File: src/slr_pkg.sv
// package for the signal-loss status register tail of the crosspoint switch map
// assumes an 8-bit register port with 7-bit addresses driven by a serial-port front end
package slr_pkg;
    localparam logic [6:0] ADDR_CTRL     = 7'h25;  // readback-select and update bits
    localparam logic [6:0] ADDR_SPARE    = 7'h26;
    localparam logic [6:0] ADDR_LOSS_01  = 7'h27;
    localparam logic [6:0] ADDR_LOSS_23  = 7'h28;
    localparam int         BIT_READBACK  = 6;
    localparam int         BIT_UPDATE    = 7;
    localparam logic [7:0] RST_CTRL      = 8'h20;  // spare bit 5 resets to one
    localparam logic [7:0] RST_SPARE     = 8'h55;
    localparam logic [7:0] RST_POWERDOWN = 8'h00;
    localparam logic [15:0] RST_LOSS     = 16'h0000;
    localparam int         LANES         = 16;
endpackage

File: src/slr_regs.sv
// signal-loss status registers with control register 0x25, spare 0x26 and bank power-down field
// assumes a serial-port front end gives one-cycle write and read strobes on clk_in
// assumes the lane detectors are asynchronous levels and the power-down field comes from clk_in logic
module slr_regs (
    input  wire logic        clk_in,
    input  wire logic        rst_in,
    input  wire logic        wr_en_in,
    input  wire logic        rd_en_in,
    input  wire logic [6:0]  addr_in,
    input  wire logic [7:0]  wdata_in,
    input  wire logic [15:0] lane_loss_in,
    input  wire logic [7:0]  bank_power_down_field_in,
    output logic      [7:0]  rdata_out,
    output logic             rvalid_out,
    output logic      [7:0]  active_power_down_out,
    output logic      [7:0]  active_ctrl_out,
    output logic      [7:0]  active_spare_out
);
    // pairs of _q and _d below, one always_comb and one always_ff per group of state

    // synchronised loss flags, bit 4*bank+lane, each bit driven by its own lane slice
    wire logic [slr_pkg::LANES-1:0] loss_flags;

    // per-bank views of the flags; two banks share one status byte
    logic      [3:0]                lane_signal_loss_bank0;
    logic      [3:0]                lane_signal_loss_bank1;
    logic      [3:0]                lane_signal_loss_bank2;
    logic      [3:0]                lane_signal_loss_bank3;

    // stored copies, written by the host and shown when readback-select is one
    logic      [7:0]                ctrl_q;
    logic      [7:0]                ctrl_d;
    logic      [7:0]                spare_q;
    logic      [7:0]                spare_d;

    // active copies, the bits that really drive the analog controls
    logic      [7:0]                act_ctrl_q;
    logic      [7:0]                act_ctrl_d;
    logic      [7:0]                act_spare_q;
    logic      [7:0]                act_spare_d;
    logic      [7:0]                act_pd_q;
    logic      [7:0]                act_pd_d;

    // read port state
    logic      [7:0]                read_mux;
    logic      [7:0]                rdata_q;
    logic      [7:0]                rdata_d;
    logic                           rvalid_q;
    logic                           rvalid_d;

    // decoded write strobes and the readback selector
    logic                           wr_ctrl;
    logic                           wr_spare;
    logic                           do_update;
    logic                           readback_stored;
    logic      [7:0]                update_clear_mask;

    // lane synchronisers: the detectors are analog and free running, so each flag
    // passes two flip-flops and only the second one ever feeds the read mux
    generate
        for (genvar lane = 0; lane < slr_pkg::LANES; lane = lane + 1) begin : g_lane_sync
            // two stages per lane; the bank is lane / 4 and the lane within it lane % 4
            logic meta_q;
            logic meta_d;
            logic flag_q;
            logic flag_d;

            // next values: the first stage samples the pin, the second the first
            always_comb begin
                meta_d = lane_loss_in[lane];
                flag_d = meta_q;
            end

            // the reset branch loads constants only, so a detector glitch in reset is ignored
            always_ff @(posedge clk_in or posedge rst_in) begin
                if (rst_in) begin
                    meta_q <= slr_pkg::RST_LOSS[lane];
                    flag_q <= slr_pkg::RST_LOSS[lane];
                end else begin
                    meta_q <= meta_d;
                    flag_q <= flag_d;
                end
            end

            assign loss_flags[lane] = flag_q;
        end
    endgenerate

    // bank slices: lanes 0..3 of each bank sit in four neighbouring bits
    assign lane_signal_loss_bank0 = loss_flags[3:0];
    assign lane_signal_loss_bank1 = loss_flags[7:4];
    assign lane_signal_loss_bank2 = loss_flags[11:8];
    assign lane_signal_loss_bank3 = loss_flags[15:12];
    // limitation: a detector pulse shorter than one clock period may never be seen, the flags
    // show the level at sampling time and do not latch a loss that has already gone away

    // write decode; writes to the loss addresses or unmapped ones match nothing and are dropped
    assign wr_ctrl           = wr_en_in && (addr_in == slr_pkg::ADDR_CTRL);
    assign wr_spare          = wr_en_in && (addr_in == slr_pkg::ADDR_SPARE);
    assign do_update         = wr_ctrl && wdata_in[slr_pkg::BIT_UPDATE];
    // the readback selector is taken from the stored copy so it acts at once
    assign readback_stored   = ctrl_q[slr_pkg::BIT_READBACK];
    // the update bit is never stored, so it cannot fire a second time on its own
    assign update_clear_mask = ~(8'h01 << slr_pkg::BIT_UPDATE);

    // trade-off: the host writes stored copies freely and nothing reaches the analog side until
    // an update, so a half-written set of controls never shows up on the active outputs
    // stored group: next values
    always_comb begin
        ctrl_d  = ctrl_q;
        spare_d = spare_q;
        if (wr_ctrl) begin
            ctrl_d = wdata_in & update_clear_mask;
        end
        if (wr_spare) begin
            spare_d = wdata_in;
        end
    end

    // stored group: registers, loaded with their initial values by reset
    always_ff @(posedge clk_in or posedge rst_in) begin
        if (rst_in) begin
            ctrl_q  <= slr_pkg::RST_CTRL;
            spare_q <= slr_pkg::RST_SPARE;
        end else begin
            ctrl_q  <= ctrl_d;
            spare_q <= spare_d;
        end
    end

    // the bank power-down field lives outside this block; it is copied here only on update,
    // and the host keeps it all zero unless the whole part is being powered down
    // active group: next values; an update takes the control bits of the same write,
    // so readback-select and update written together both take effect at once
    always_comb begin
        act_ctrl_d  = act_ctrl_q;
        act_spare_d = act_spare_q;
        act_pd_d    = act_pd_q;
        if (do_update) begin
            act_ctrl_d  = ctrl_d;
            act_spare_d = spare_d;
            act_pd_d    = bank_power_down_field_in;  // a one shuts its bank down
        end
    end

    // active group: registers; every bit is active high, so reset leaves the functions as
    // the initial values describe them
    always_ff @(posedge clk_in or posedge rst_in) begin
        if (rst_in) begin
            act_ctrl_q  <= slr_pkg::RST_CTRL;
            act_spare_q <= slr_pkg::RST_SPARE;
            act_pd_q    <= slr_pkg::RST_POWERDOWN;
        end else begin
            act_ctrl_q  <= act_ctrl_d;
            act_spare_q <= act_spare_d;
            act_pd_q    <= act_pd_d;
        end
    end

    // read mux; readback-select chooses stored or active copies, the loss bytes are always live
    always_comb begin
        read_mux = 8'h00;
        unique case (addr_in)
            slr_pkg::ADDR_CTRL: begin
                read_mux = (readback_stored ? ctrl_q : act_ctrl_q) & update_clear_mask;
            end
            slr_pkg::ADDR_SPARE: begin
                read_mux = readback_stored ? spare_q : act_spare_q;
            end
            slr_pkg::ADDR_LOSS_01: begin
                read_mux = {lane_signal_loss_bank1, lane_signal_loss_bank0};
            end
            slr_pkg::ADDR_LOSS_23: begin
                read_mux = {lane_signal_loss_bank3, lane_signal_loss_bank2};
            end
            default: begin
                read_mux = 8'h00;  // unmapped addresses read as zero
            end
        endcase
    end

    // hazard: the loss bytes can change between the strobe and the answer, the value returned
    // is the one the synchroniser held at the strobe edge
    // read port: next values; the data holds between reads so a slow host can still pick it up
    always_comb begin
        rdata_d  = rdata_q;
        rvalid_d = rd_en_in;
        if (rd_en_in) begin
            rdata_d = read_mux;
        end
    end

    // read port: registers; the answer comes exactly one cycle after the strobe
    always_ff @(posedge clk_in or posedge rst_in) begin
        if (rst_in) begin
            rdata_q  <= 8'h00;
            rvalid_q <= 1'b0;
        end else begin
            rdata_q  <= rdata_d;
            rvalid_q <= rvalid_d;
        end
    end

    // outputs come straight from flip-flops
    // so nothing downstream sees a glitch from the decode
    assign rdata_out             = rdata_q;
    assign rvalid_out            = rvalid_q;
    assign active_power_down_out = act_pd_q;
    assign active_ctrl_out       = act_ctrl_q;
    assign active_spare_out      = act_spare_q;
endmodule

File: config.mk
export PLATFORM = sky130hd
export DESIGN_NAME = slr_regs
export DESIGN_NICKNAME = d
export VERILOG_FILES = /design/src/slr_pkg.sv /design/src/slr_regs.sv
export SDC_FILE = /design/constraint.sdc
export NUM_CORES = 1
export LEC_CHECK = 0
export BUFFER_PORTS_ARGS = -buffer_cell sky130_fd_sc_hd__buf_2
export CORE_ASPECT_RATIO = 1.4
export CORE_MARGIN = 10
export CORE_UTILIZATION = 47
export DETAILED_ROUTE_END_ITERATION = 10
export GPL_ROUTABILITY_DRIVEN = 0
export PLACE_DENSITY_LB_ADDON = 0.08
export SYNTH_ARGS = -nofsm -noshare
export SYNTH_HDL_FRONTEND = slang
export SYNTH_SLANG_ARGS = --single-unit
File: constraint.sdc
create_clock -name clk_in -period 2.05 [get_ports clk_in]
set_input_delay 0.205 -clock clk_in [delete_from_list [all_inputs] [get_ports clk_in]]
set_output_delay 0.205 -clock clk_in [all_outputs]
set_load 0.1 [all_outputs]
==> summary.md, run 1 <==
The floorplan step defined a die boundary enclosing 10300 µm². The initial antenna violation count is 0, and the number of nets produced by synthesis is 266. The synthesized design contains 80 register bits. Element type at the critical path end: a primary output. Buffers inserted during clock tree synthesis total 9. After detailed routing, the number of vias per cell comes to 5.26. The initial utilization of the core area, before any placement, comes to 49.0%.

Power density relative to cell area: 847 nW/µm². The run gives 0.000576 V as the highest ir drop seen on vdd. The floorplan step set the die width to 88.5 µm. In this run the tightest slew margin relative to its limit is 60.8%.

In this run, distinct cell masters in the synthesized netlist total 34. Entering global routing, the biggest net connects 56 pins. After routing, the total negative slack on setup checks comes to 0 ns. The via count of the first global-routing pass was 2310. The total count of max-transition violations in the final report came out at 0.

The logs give 2 for the largest buffer count on any clock path and 992 µm² for the area occupied by multi-input gates. The run gives 0 as the hold violation total from the final report. Data on the critical path is required at its endpoint by 1.85 ns. Among cell families on the critical path, the largest total delay comes from flip-flops. The register area share after synthesis was 65.2%. The run gives 4950 µm as the HPWL reported at the end of detailed placement. The number of nets with antenna violations after detailed routing was 0; the final setup violation count was 0. The Yosys step of the flow raised 0 warnings. Summing all flip-flop and latch instances after layout gives 2010 µm².

Summed over all layers, the global routing overflow is 0. After detailed routing, the average wire length per cell comes to 17.3 µm. Synthesis produced 223 cells. For this run, the slowest stage of the critical path takes 0.55 ns.

The sum of routed wire length over all layers is 6870 µm. Setup repair after global routing left no endpoint under its margin. The global router's overall resource usage was 14.6%. Across the run, the number of max-cap violations was 0. The tools report the count of inserted antenna diode cells as 0. The flow ran to the end, and the final reports show no timing, DRC or antenna violations. Leaving out fill and tap cells, the most frequent cell in the layout is buf_2. For this run, design rule violations remaining after detail routing come to 0. For the worst endpoint data arrival time, the log shows 1.32 ns.

Between clock sinks in the finished design, the worst skew comes to 0.0100 ns. The vias after detailed routing is 2092. In this run the vertical extent of the chip is 116 µm.

Type of the worst setup path: reg2out. The worst setup path is launched from a register. At the pin with the least slew margin, the transition time is 0.586 ns. The first detailed-routing pass took 6 iterations. The run gives 3090 µm² as the post-synthesis instance area. Number of setup buffers added after CTS: 0. At the end of the flow, the number of nets in the layout was 364. Cells with a size suffix above 1 make up 46.6% of the layout.

The H-tree was split into 3 levels. Along the worst path, the maximum fanout reaches 3. TritonCTS built the clock tree.

In this run the standard cell core region covers 6300 µm². Input and output buffers added on the ports amount to 75. For the total clock sinks, the log shows 80. The pre-CTS worst setup slack is 0.399 ns. The first global-routing pass estimated 11300 µm of wire.

Dividing the synthesized area by the synthesized cell count gives 13.8 µm². On the critical path, the stage with the largest delay is an instance of dfstp_2. The area added between synthesis and finish is 28.2%, and the standard-cell row count is 34.

In this run the static leakage power is 1.96 nW. The clock-pin slew of the registers on the worst-case setup and hold paths came out at 0.07 ns. Traced cell by cell, the critical path runs through buf_2. After layout, the worst path uses 74.5% of the clock period. Buffer type at the clock tree root: clkbuf_8. The first routing iteration left 67 violations. The path class of the tightest hold or removal check is in2reg. The final critical path time including I/O delays and setup is 1.53 ns. For the maximum clock frequency, the log shows 655 MHz. The critical path buffer and inverter count is 1.

Leaving out fill and tap cells, the most frequent cells in the layout are buf_2 (75), dfrtp_1 (70), mux2_2 (38). The clock insertion delay at the later pin of the skew report was 0.34 ns; the total I/O pin count was 76. The post-layout worst setup margin is 0.522 ns. Counting the fill cells in the layout gives 532.
-- power breakdown --
| part | switching (mW) | total, mW | internal, mW |
|---|---|---|---|
| Combinational | 0.250 | 0.382 | 0.131 |
| Clock | 0.523 | 1.27 | 0.752 |
| Sequential | 0.0374 | 1.70 | 1.66 |
| Total | 0.810 | 3.35 | 2.54 |
-- cell usage after synthesis --
cell type  count  share of area, %
a21boi_0       1              0.24
a21oi_1        8               1.3
a22oi_1        6               1.5
and2_1         1              0.20
and2b_1        1              0.24
and3_1         2              0.41
and3b_1        1              0.28
and4bb_2       2              0.81
buf_1          1              0.12
buf_2          4              0.65
buf_4          3              0.73
buf_6          1              0.36
clkbuf_1       2              0.24
clkbuf_2       1              0.16
dfrtp_1       70                57
dfstp_2       10               8.5
inv_1          3              0.36
mux2_2        38                14
mux2i_1        6               1.9
nand2_1       15               1.8
nand2_4        1              0.36
nand2b_1       2              0.41
nand3_1        1              0.16
nand4_2        1              0.41
nor2_1         7              0.85
nor2b_1        7               1.4
nor4b_4        1              0.77
o2111ai_1      1              0.28
o211ai_1       1              0.24
o21a_1         1              0.24
o21ai_0       21               3.4
o21ai_2        1              0.28
o22ai_1        1              0.20
o32ai_2        1              0.53
-- kinds of logic after synthesis --
| logic type | after synthesis | synth area share [%] |
|---|---|---|
| multiplexers | 44 | 15.8 |
| buffers and inverters | 15 | 2.63 |
| AND/OR/NAND/NOR | 42 | 8.14 |
| flip-flops | 80 | 65.2 |
| AO/OA/AOI/OAI | 42 | 8.19 |
-- state kept, by name, indices dropped and copies added, names as in the netlist --
name,cells
active_spare_out,8
ctrl_q,7
active_power_down_out,8
rvalid_out,1
rdata_out,8
g_lane_sync.flag_q,16
spare_q,8
g_lane_sync.flag_d,16
active_ctrl_out,8
-- final cells by class --
type                    count  area share [%]
repair buffers             99            15.7
clock inverters             3            1.64
well taps                  72            2.28
inverters                   3           0.379
multi-input cells         128            25.1
clock buffers              13            4.01
flip-flops and latches     80            50.9
-- worst paths after layout --
check	start	endpoint	slack, ns	cells past startpoint
min in group asynchronous	rst_in	active_power_down_out[3]$_DFFE_PP0P_	0.49	4
hold reg to reg	g_lane_sync[0].flag_d$_DFF_PP0_	g_lane_sync[0].flag_q$_DFF_PP0_	0.35	0
setup / recovery	active_spare_out[4]$_DFFE_PP1P_	active_spare_out[4]	0.52	1
setup reg to reg	ctrl_q[6]$_DFF_PP0_	rdata_out[7]$_DFFE_PP0P_	0.61	4
hold / removal	bank_power_down_field_in[0]	active_power_down_out[0]$_DFFE_PP0P_	0.09	2
max in group asynchronous	rst_in	active_spare_out[2]$_DFFE_PP1P_	1.25	4
-- through the flow --
step                      std cells  power [mW]  area (µm²)  hold WS [ns]  util, %
after detailed placement        365        2.09        3560         0.314     56.6
after global routing            398        3.50        3960        0.0701     62.9
after floorplan                 223        1.98        3090         0.236        -
final                           398        3.35        3960        0.0885     62.9
after global placement          365        2.08        3560         0.313     56.6
after CTS                       398        3.40        3960        0.0646     62.9
-- what timing repair did --
item                      CTS  global route
gates resized for setup     0             0
hold endpoints to repair   86             0
hold buffers               17             0
-- routing by layer --
metal | global-route usage, % | vias to the layer above | part of all wire [%]
met2 | 24.6 | 64 | 51
met1 | 15.7 | 1040 | 40
li1 | - | 975 | -
met5 | 0 | - | 0
met4 | 7.14 | 0 | 2.4
met3 | 5.34 | 13 | 6.7
Power figures use the tool's default switching activity.
==> run 2, diff against run 1 <==
CORE_UTILIZATION = 52   (was 47)
clock period = 1.48 ns   (was 2.05 ns; I/O delays follow)
==> run 2 against run 1 <==
Combinational power grew 41%. Critical path depth is the same. Die area shrank 7.7%. Sequential power grew 38%. Flip-flop and latch count is the same. Routed wire length shrank 0.60%. Non-clock buffer count grew 7. Critical path type unchanged. Critical endpoint is now active_ctrl_out[5].
==> summary.md, run 2 (synthesized netlist as in run 1, its figures left out) <==
The number of DRC markers in iteration 0 came out at 108 (+61%). The tools report the internal power as 3.44 mW (+35%). The placeable core region is 5820 µm² (-7.5%), and the sum of routed wire length over all layers is 6830 µm (-0.60%). Global-route track usage on met1: 16.6% (+0.89 points). The standard-cell row count is 33 (-2.9%).

Leaving out fill and tap cells, the most frequent cell in the layout is buf_2. The post-detailed-route via-to-cell ratio came out at 5.16 (-1.9%). The worst slew margin relative to its limit is 67.2% (+6.4 points). The tools report the largest buffer count on any clock path as 2 (unchanged).

The tools report the first-pass GRT wire length as 11200 µm (-0.43%). The area occupied by multi-input gates is 996 µm² (+0.38%), and the number of nets with antenna violations after detailed routing is 0 (unchanged). The count of inserted antenna diode cells came out at 0 (unchanged).

Among cell families on the critical path, the largest total delay comes from flip-flops. The cell leakage power was 1.98 nW (+0.87%); the total count of max-transition violations in the final report was 0 (unchanged). For the number of max-capacitance violations reported, the log shows 0 (unchanged).

The logs give 2078 (-0.67%) for the vias after detailed routing and 0 (unchanged) for the detailed-route DRC error count. The path class of the lowest-slack min-delay path is in2reg. The highest net fanout along the worst path was 3 (unchanged).

The total negative slack for setup checks was 0 ns (unchanged); the highest ir drop seen on vdd was 0.000769 V (+34%). TritonCTS built the clock tree. The worst endpoint data arrival time is 1.21 ns (-0.11 ns), and the width of the die is 85.1 µm (-3.8%).

The cell depth of the worst hold path is 2 (unchanged), and the global router's overall resource usage is 14.8% (+0.23 points). The fraction of power consumed by combinational cells was 11.7% (+0.3 points); the delay contributed by the slowest stage of the critical path was 0.55 ns (about the same). Setup repair after global routing left no endpoint under its margin.

The cell depth of the worst flop-to-flop path was 4 (unchanged); the die height was 111 µm (-4.1%). For the proportion of power drawn by the clock network, the log shows 37.3% (-0.7 points). The top cell types in the final layout, fill and taps aside, are buf_2 (70), dfrtp_1 (64), mux2_2 (37).

Critical path required time: 1.33 ns (-0.52 ns). The slowest stage of the critical path is the dfstp_2 cell. The average routed wire per standard cell is 16.9 µm (-1.8%). The setup path with the least slack is of type reg2out.

The final critical path time including I/O delays and setup was 1.36 ns. The clock-pin slew of the registers on the worst-case setup and hold paths is 0.08 ns (about the same), and the post-layout worst setup margin is 0.119 ns (-0.404 ns). The worst path uses 92.0% of the clock period.

The run gives 80 (unchanged) as the total clock sinks. For the sequential standard cell area, the log shows 2030 µm² (+0.56%). The slew at the pin closest to its max-slew limit works out to 0.496 ns (-0.0897 ns).

The final setup violation count came out at 0 (unchanged). For this run, the top clock speed supported by timing is 735 MHz. Hold violation total from the final report: 0 (unchanged). Initial core utilization: 53.0% (+4.0 points). The HPWL reported at the end of detailed placement is 4750 µm (-4.1%). The power density relative to cell area was 1140 nW/µm² (+35%). The initial antenna violation count was 0 (unchanged); the pre-CTS worst setup slack was 0.101 ns (-0.298 ns). The area added between synthesis and finish was 30.8%. The critical path goes through clkbuf_4. The logs give 81 (+45%) for the maximum number of pins on one net before global-route repair and 0.34 ns (about the same) for the clock insertion delay at the later pin of the skew report.

Number of iterations in the first detailed-routing pass: 4 (-2). The switching fraction of total power was 25.3% (+1.1 points). The run gives 1.17 mW (+44%) as the net switching power figure. STA classifies the critical path endpoint as a primary output.

The overall power is 4.61 mW (+37%), and the H-tree level count is 3 (unchanged). The routing layer with the top usage in global route is met2. The tools report the global-route track usage on met2 as 24.3% (-0.29 points). The worst setup path is launched from a register. The final clock skew was 0.00789 ns (-0.00216 ns); the via count of the first global-routing pass was 2220 (-3.9%).

The logs give 6.32% (+0.99 points) for the met3 demand-to-capacity share in global routing and 9 (unchanged) for the number of buffers added by the clock tree synthesis step. The logic depth of the worst path, buffers included was 1 (unchanged); the ratio of cells with drive above 1 in the final layout was 49.5% (+2.9 points). The critical path buffer and inverter count is 1 (unchanged), and the total I/O pin count is 76 (unchanged). Clock tree synthesis selected as its root buffer the cell clkbuf_8.

The power share of the sequential group is 51.0% (+0.4 points). The leftover overflow at the end of global routing was 0 (unchanged). The flow ran to the end, and the final reports show no timing, DRC or antenna violations.

For the area of the die, the log shows 9460 µm² (-7.7%). The register-to-register setup slack is 0.14 ns (-0.47 ns), and the number of fill cells is 434 (-18%). The number of buffer cells added on primary ports came out at 75 (unchanged). Final net count: 371 (+1.9%).
[run 2: cell type report]
| type | count | share of cell area (%) |
|---|---|---|
| Clock inverter | 5 | 2.01 |
| Sequential cell | 80 | 50.2 |
| Clock buffer | 11 | 3.25 |
| Inverter | 3 | 0.372 |
| Timing Repair Buffer | 106 | 17.4 |
| Tap cell | 70 | 2.17 |
| Multi-Input combinational cell | 128 | 24.7 |
[run 2: final timing paths]
path | startpoint | to
worst max-delay path | active_ctrl_out[5]$_DFFE_PP1P_ | active_ctrl_out[5]
worst min-delay path | bank_power_down_field_in[7] | active_power_down_out[7]$_DFFE_PP0P_
worst max register to register | ctrl_q[6]$_DFF_PP0_ | rdata_out[3]$_DFFE_PP0P_
worst min register to register | g_lane_sync[2].flag_d$_DFF_PP0_ | g_lane_sync[2].flag_q$_DFF_PP0_
max in group asynchronous | rst_in | active_spare_out[6]$_DFFE_PP1P_
min in group asynchronous | rst_in | g_lane_sync[12].flag_d$_DFF_PP0_
[run 2: layer usage]
| layer | routed length (µm) | up-vias |
|---|---|---|
| li1 | - | 986 |
| met1 | 2880 | 1037 |
| met2 | 3400 | 51 |
| met3 | 485 | 4 |
| met4 | 64 | 0 |
| met5 | 0 | - |
[run 2: through the flow]
step,std cells,area (µm²),utilization [%],hold slack [ns]
2_1_floorplan,223,3110,-,0.179
3_3_place_gp,370,3640,62.6,0.255
3_5_place_dp,370,3640,62.6,0.258
4_1_cts,403,4030,69.3,0.0203
5_1_grt,403,4040,69.4,0.0227
6_report,403,4040,69.4,0.0382
[run 2: repair_timing]
action | in CTS | in global routing
gates cloned | 0 | 0
resized for setup | 3 | 2
hold buffers | 17 | 0
hold endpoints to repair | 86 | 0
setup endpoints to repair | 3 | 2
buffers inserted | 0 | 0
[run 2: power by group through the flow]
stage | sequential [mW] | combinational (mW) | clock, mW
3_3_place_gp | 2.39 | 0.505 | 0
6_report | 2.35 | 0.539 | 1.72
2_1_floorplan | 2.56 | 0.178 | 0
3_5_place_dp | 2.39 | 0.510 | 0
5_1_grt | 2.36 | 0.580 | 1.85
4_1_cts | 2.35 | 0.546 | 1.76
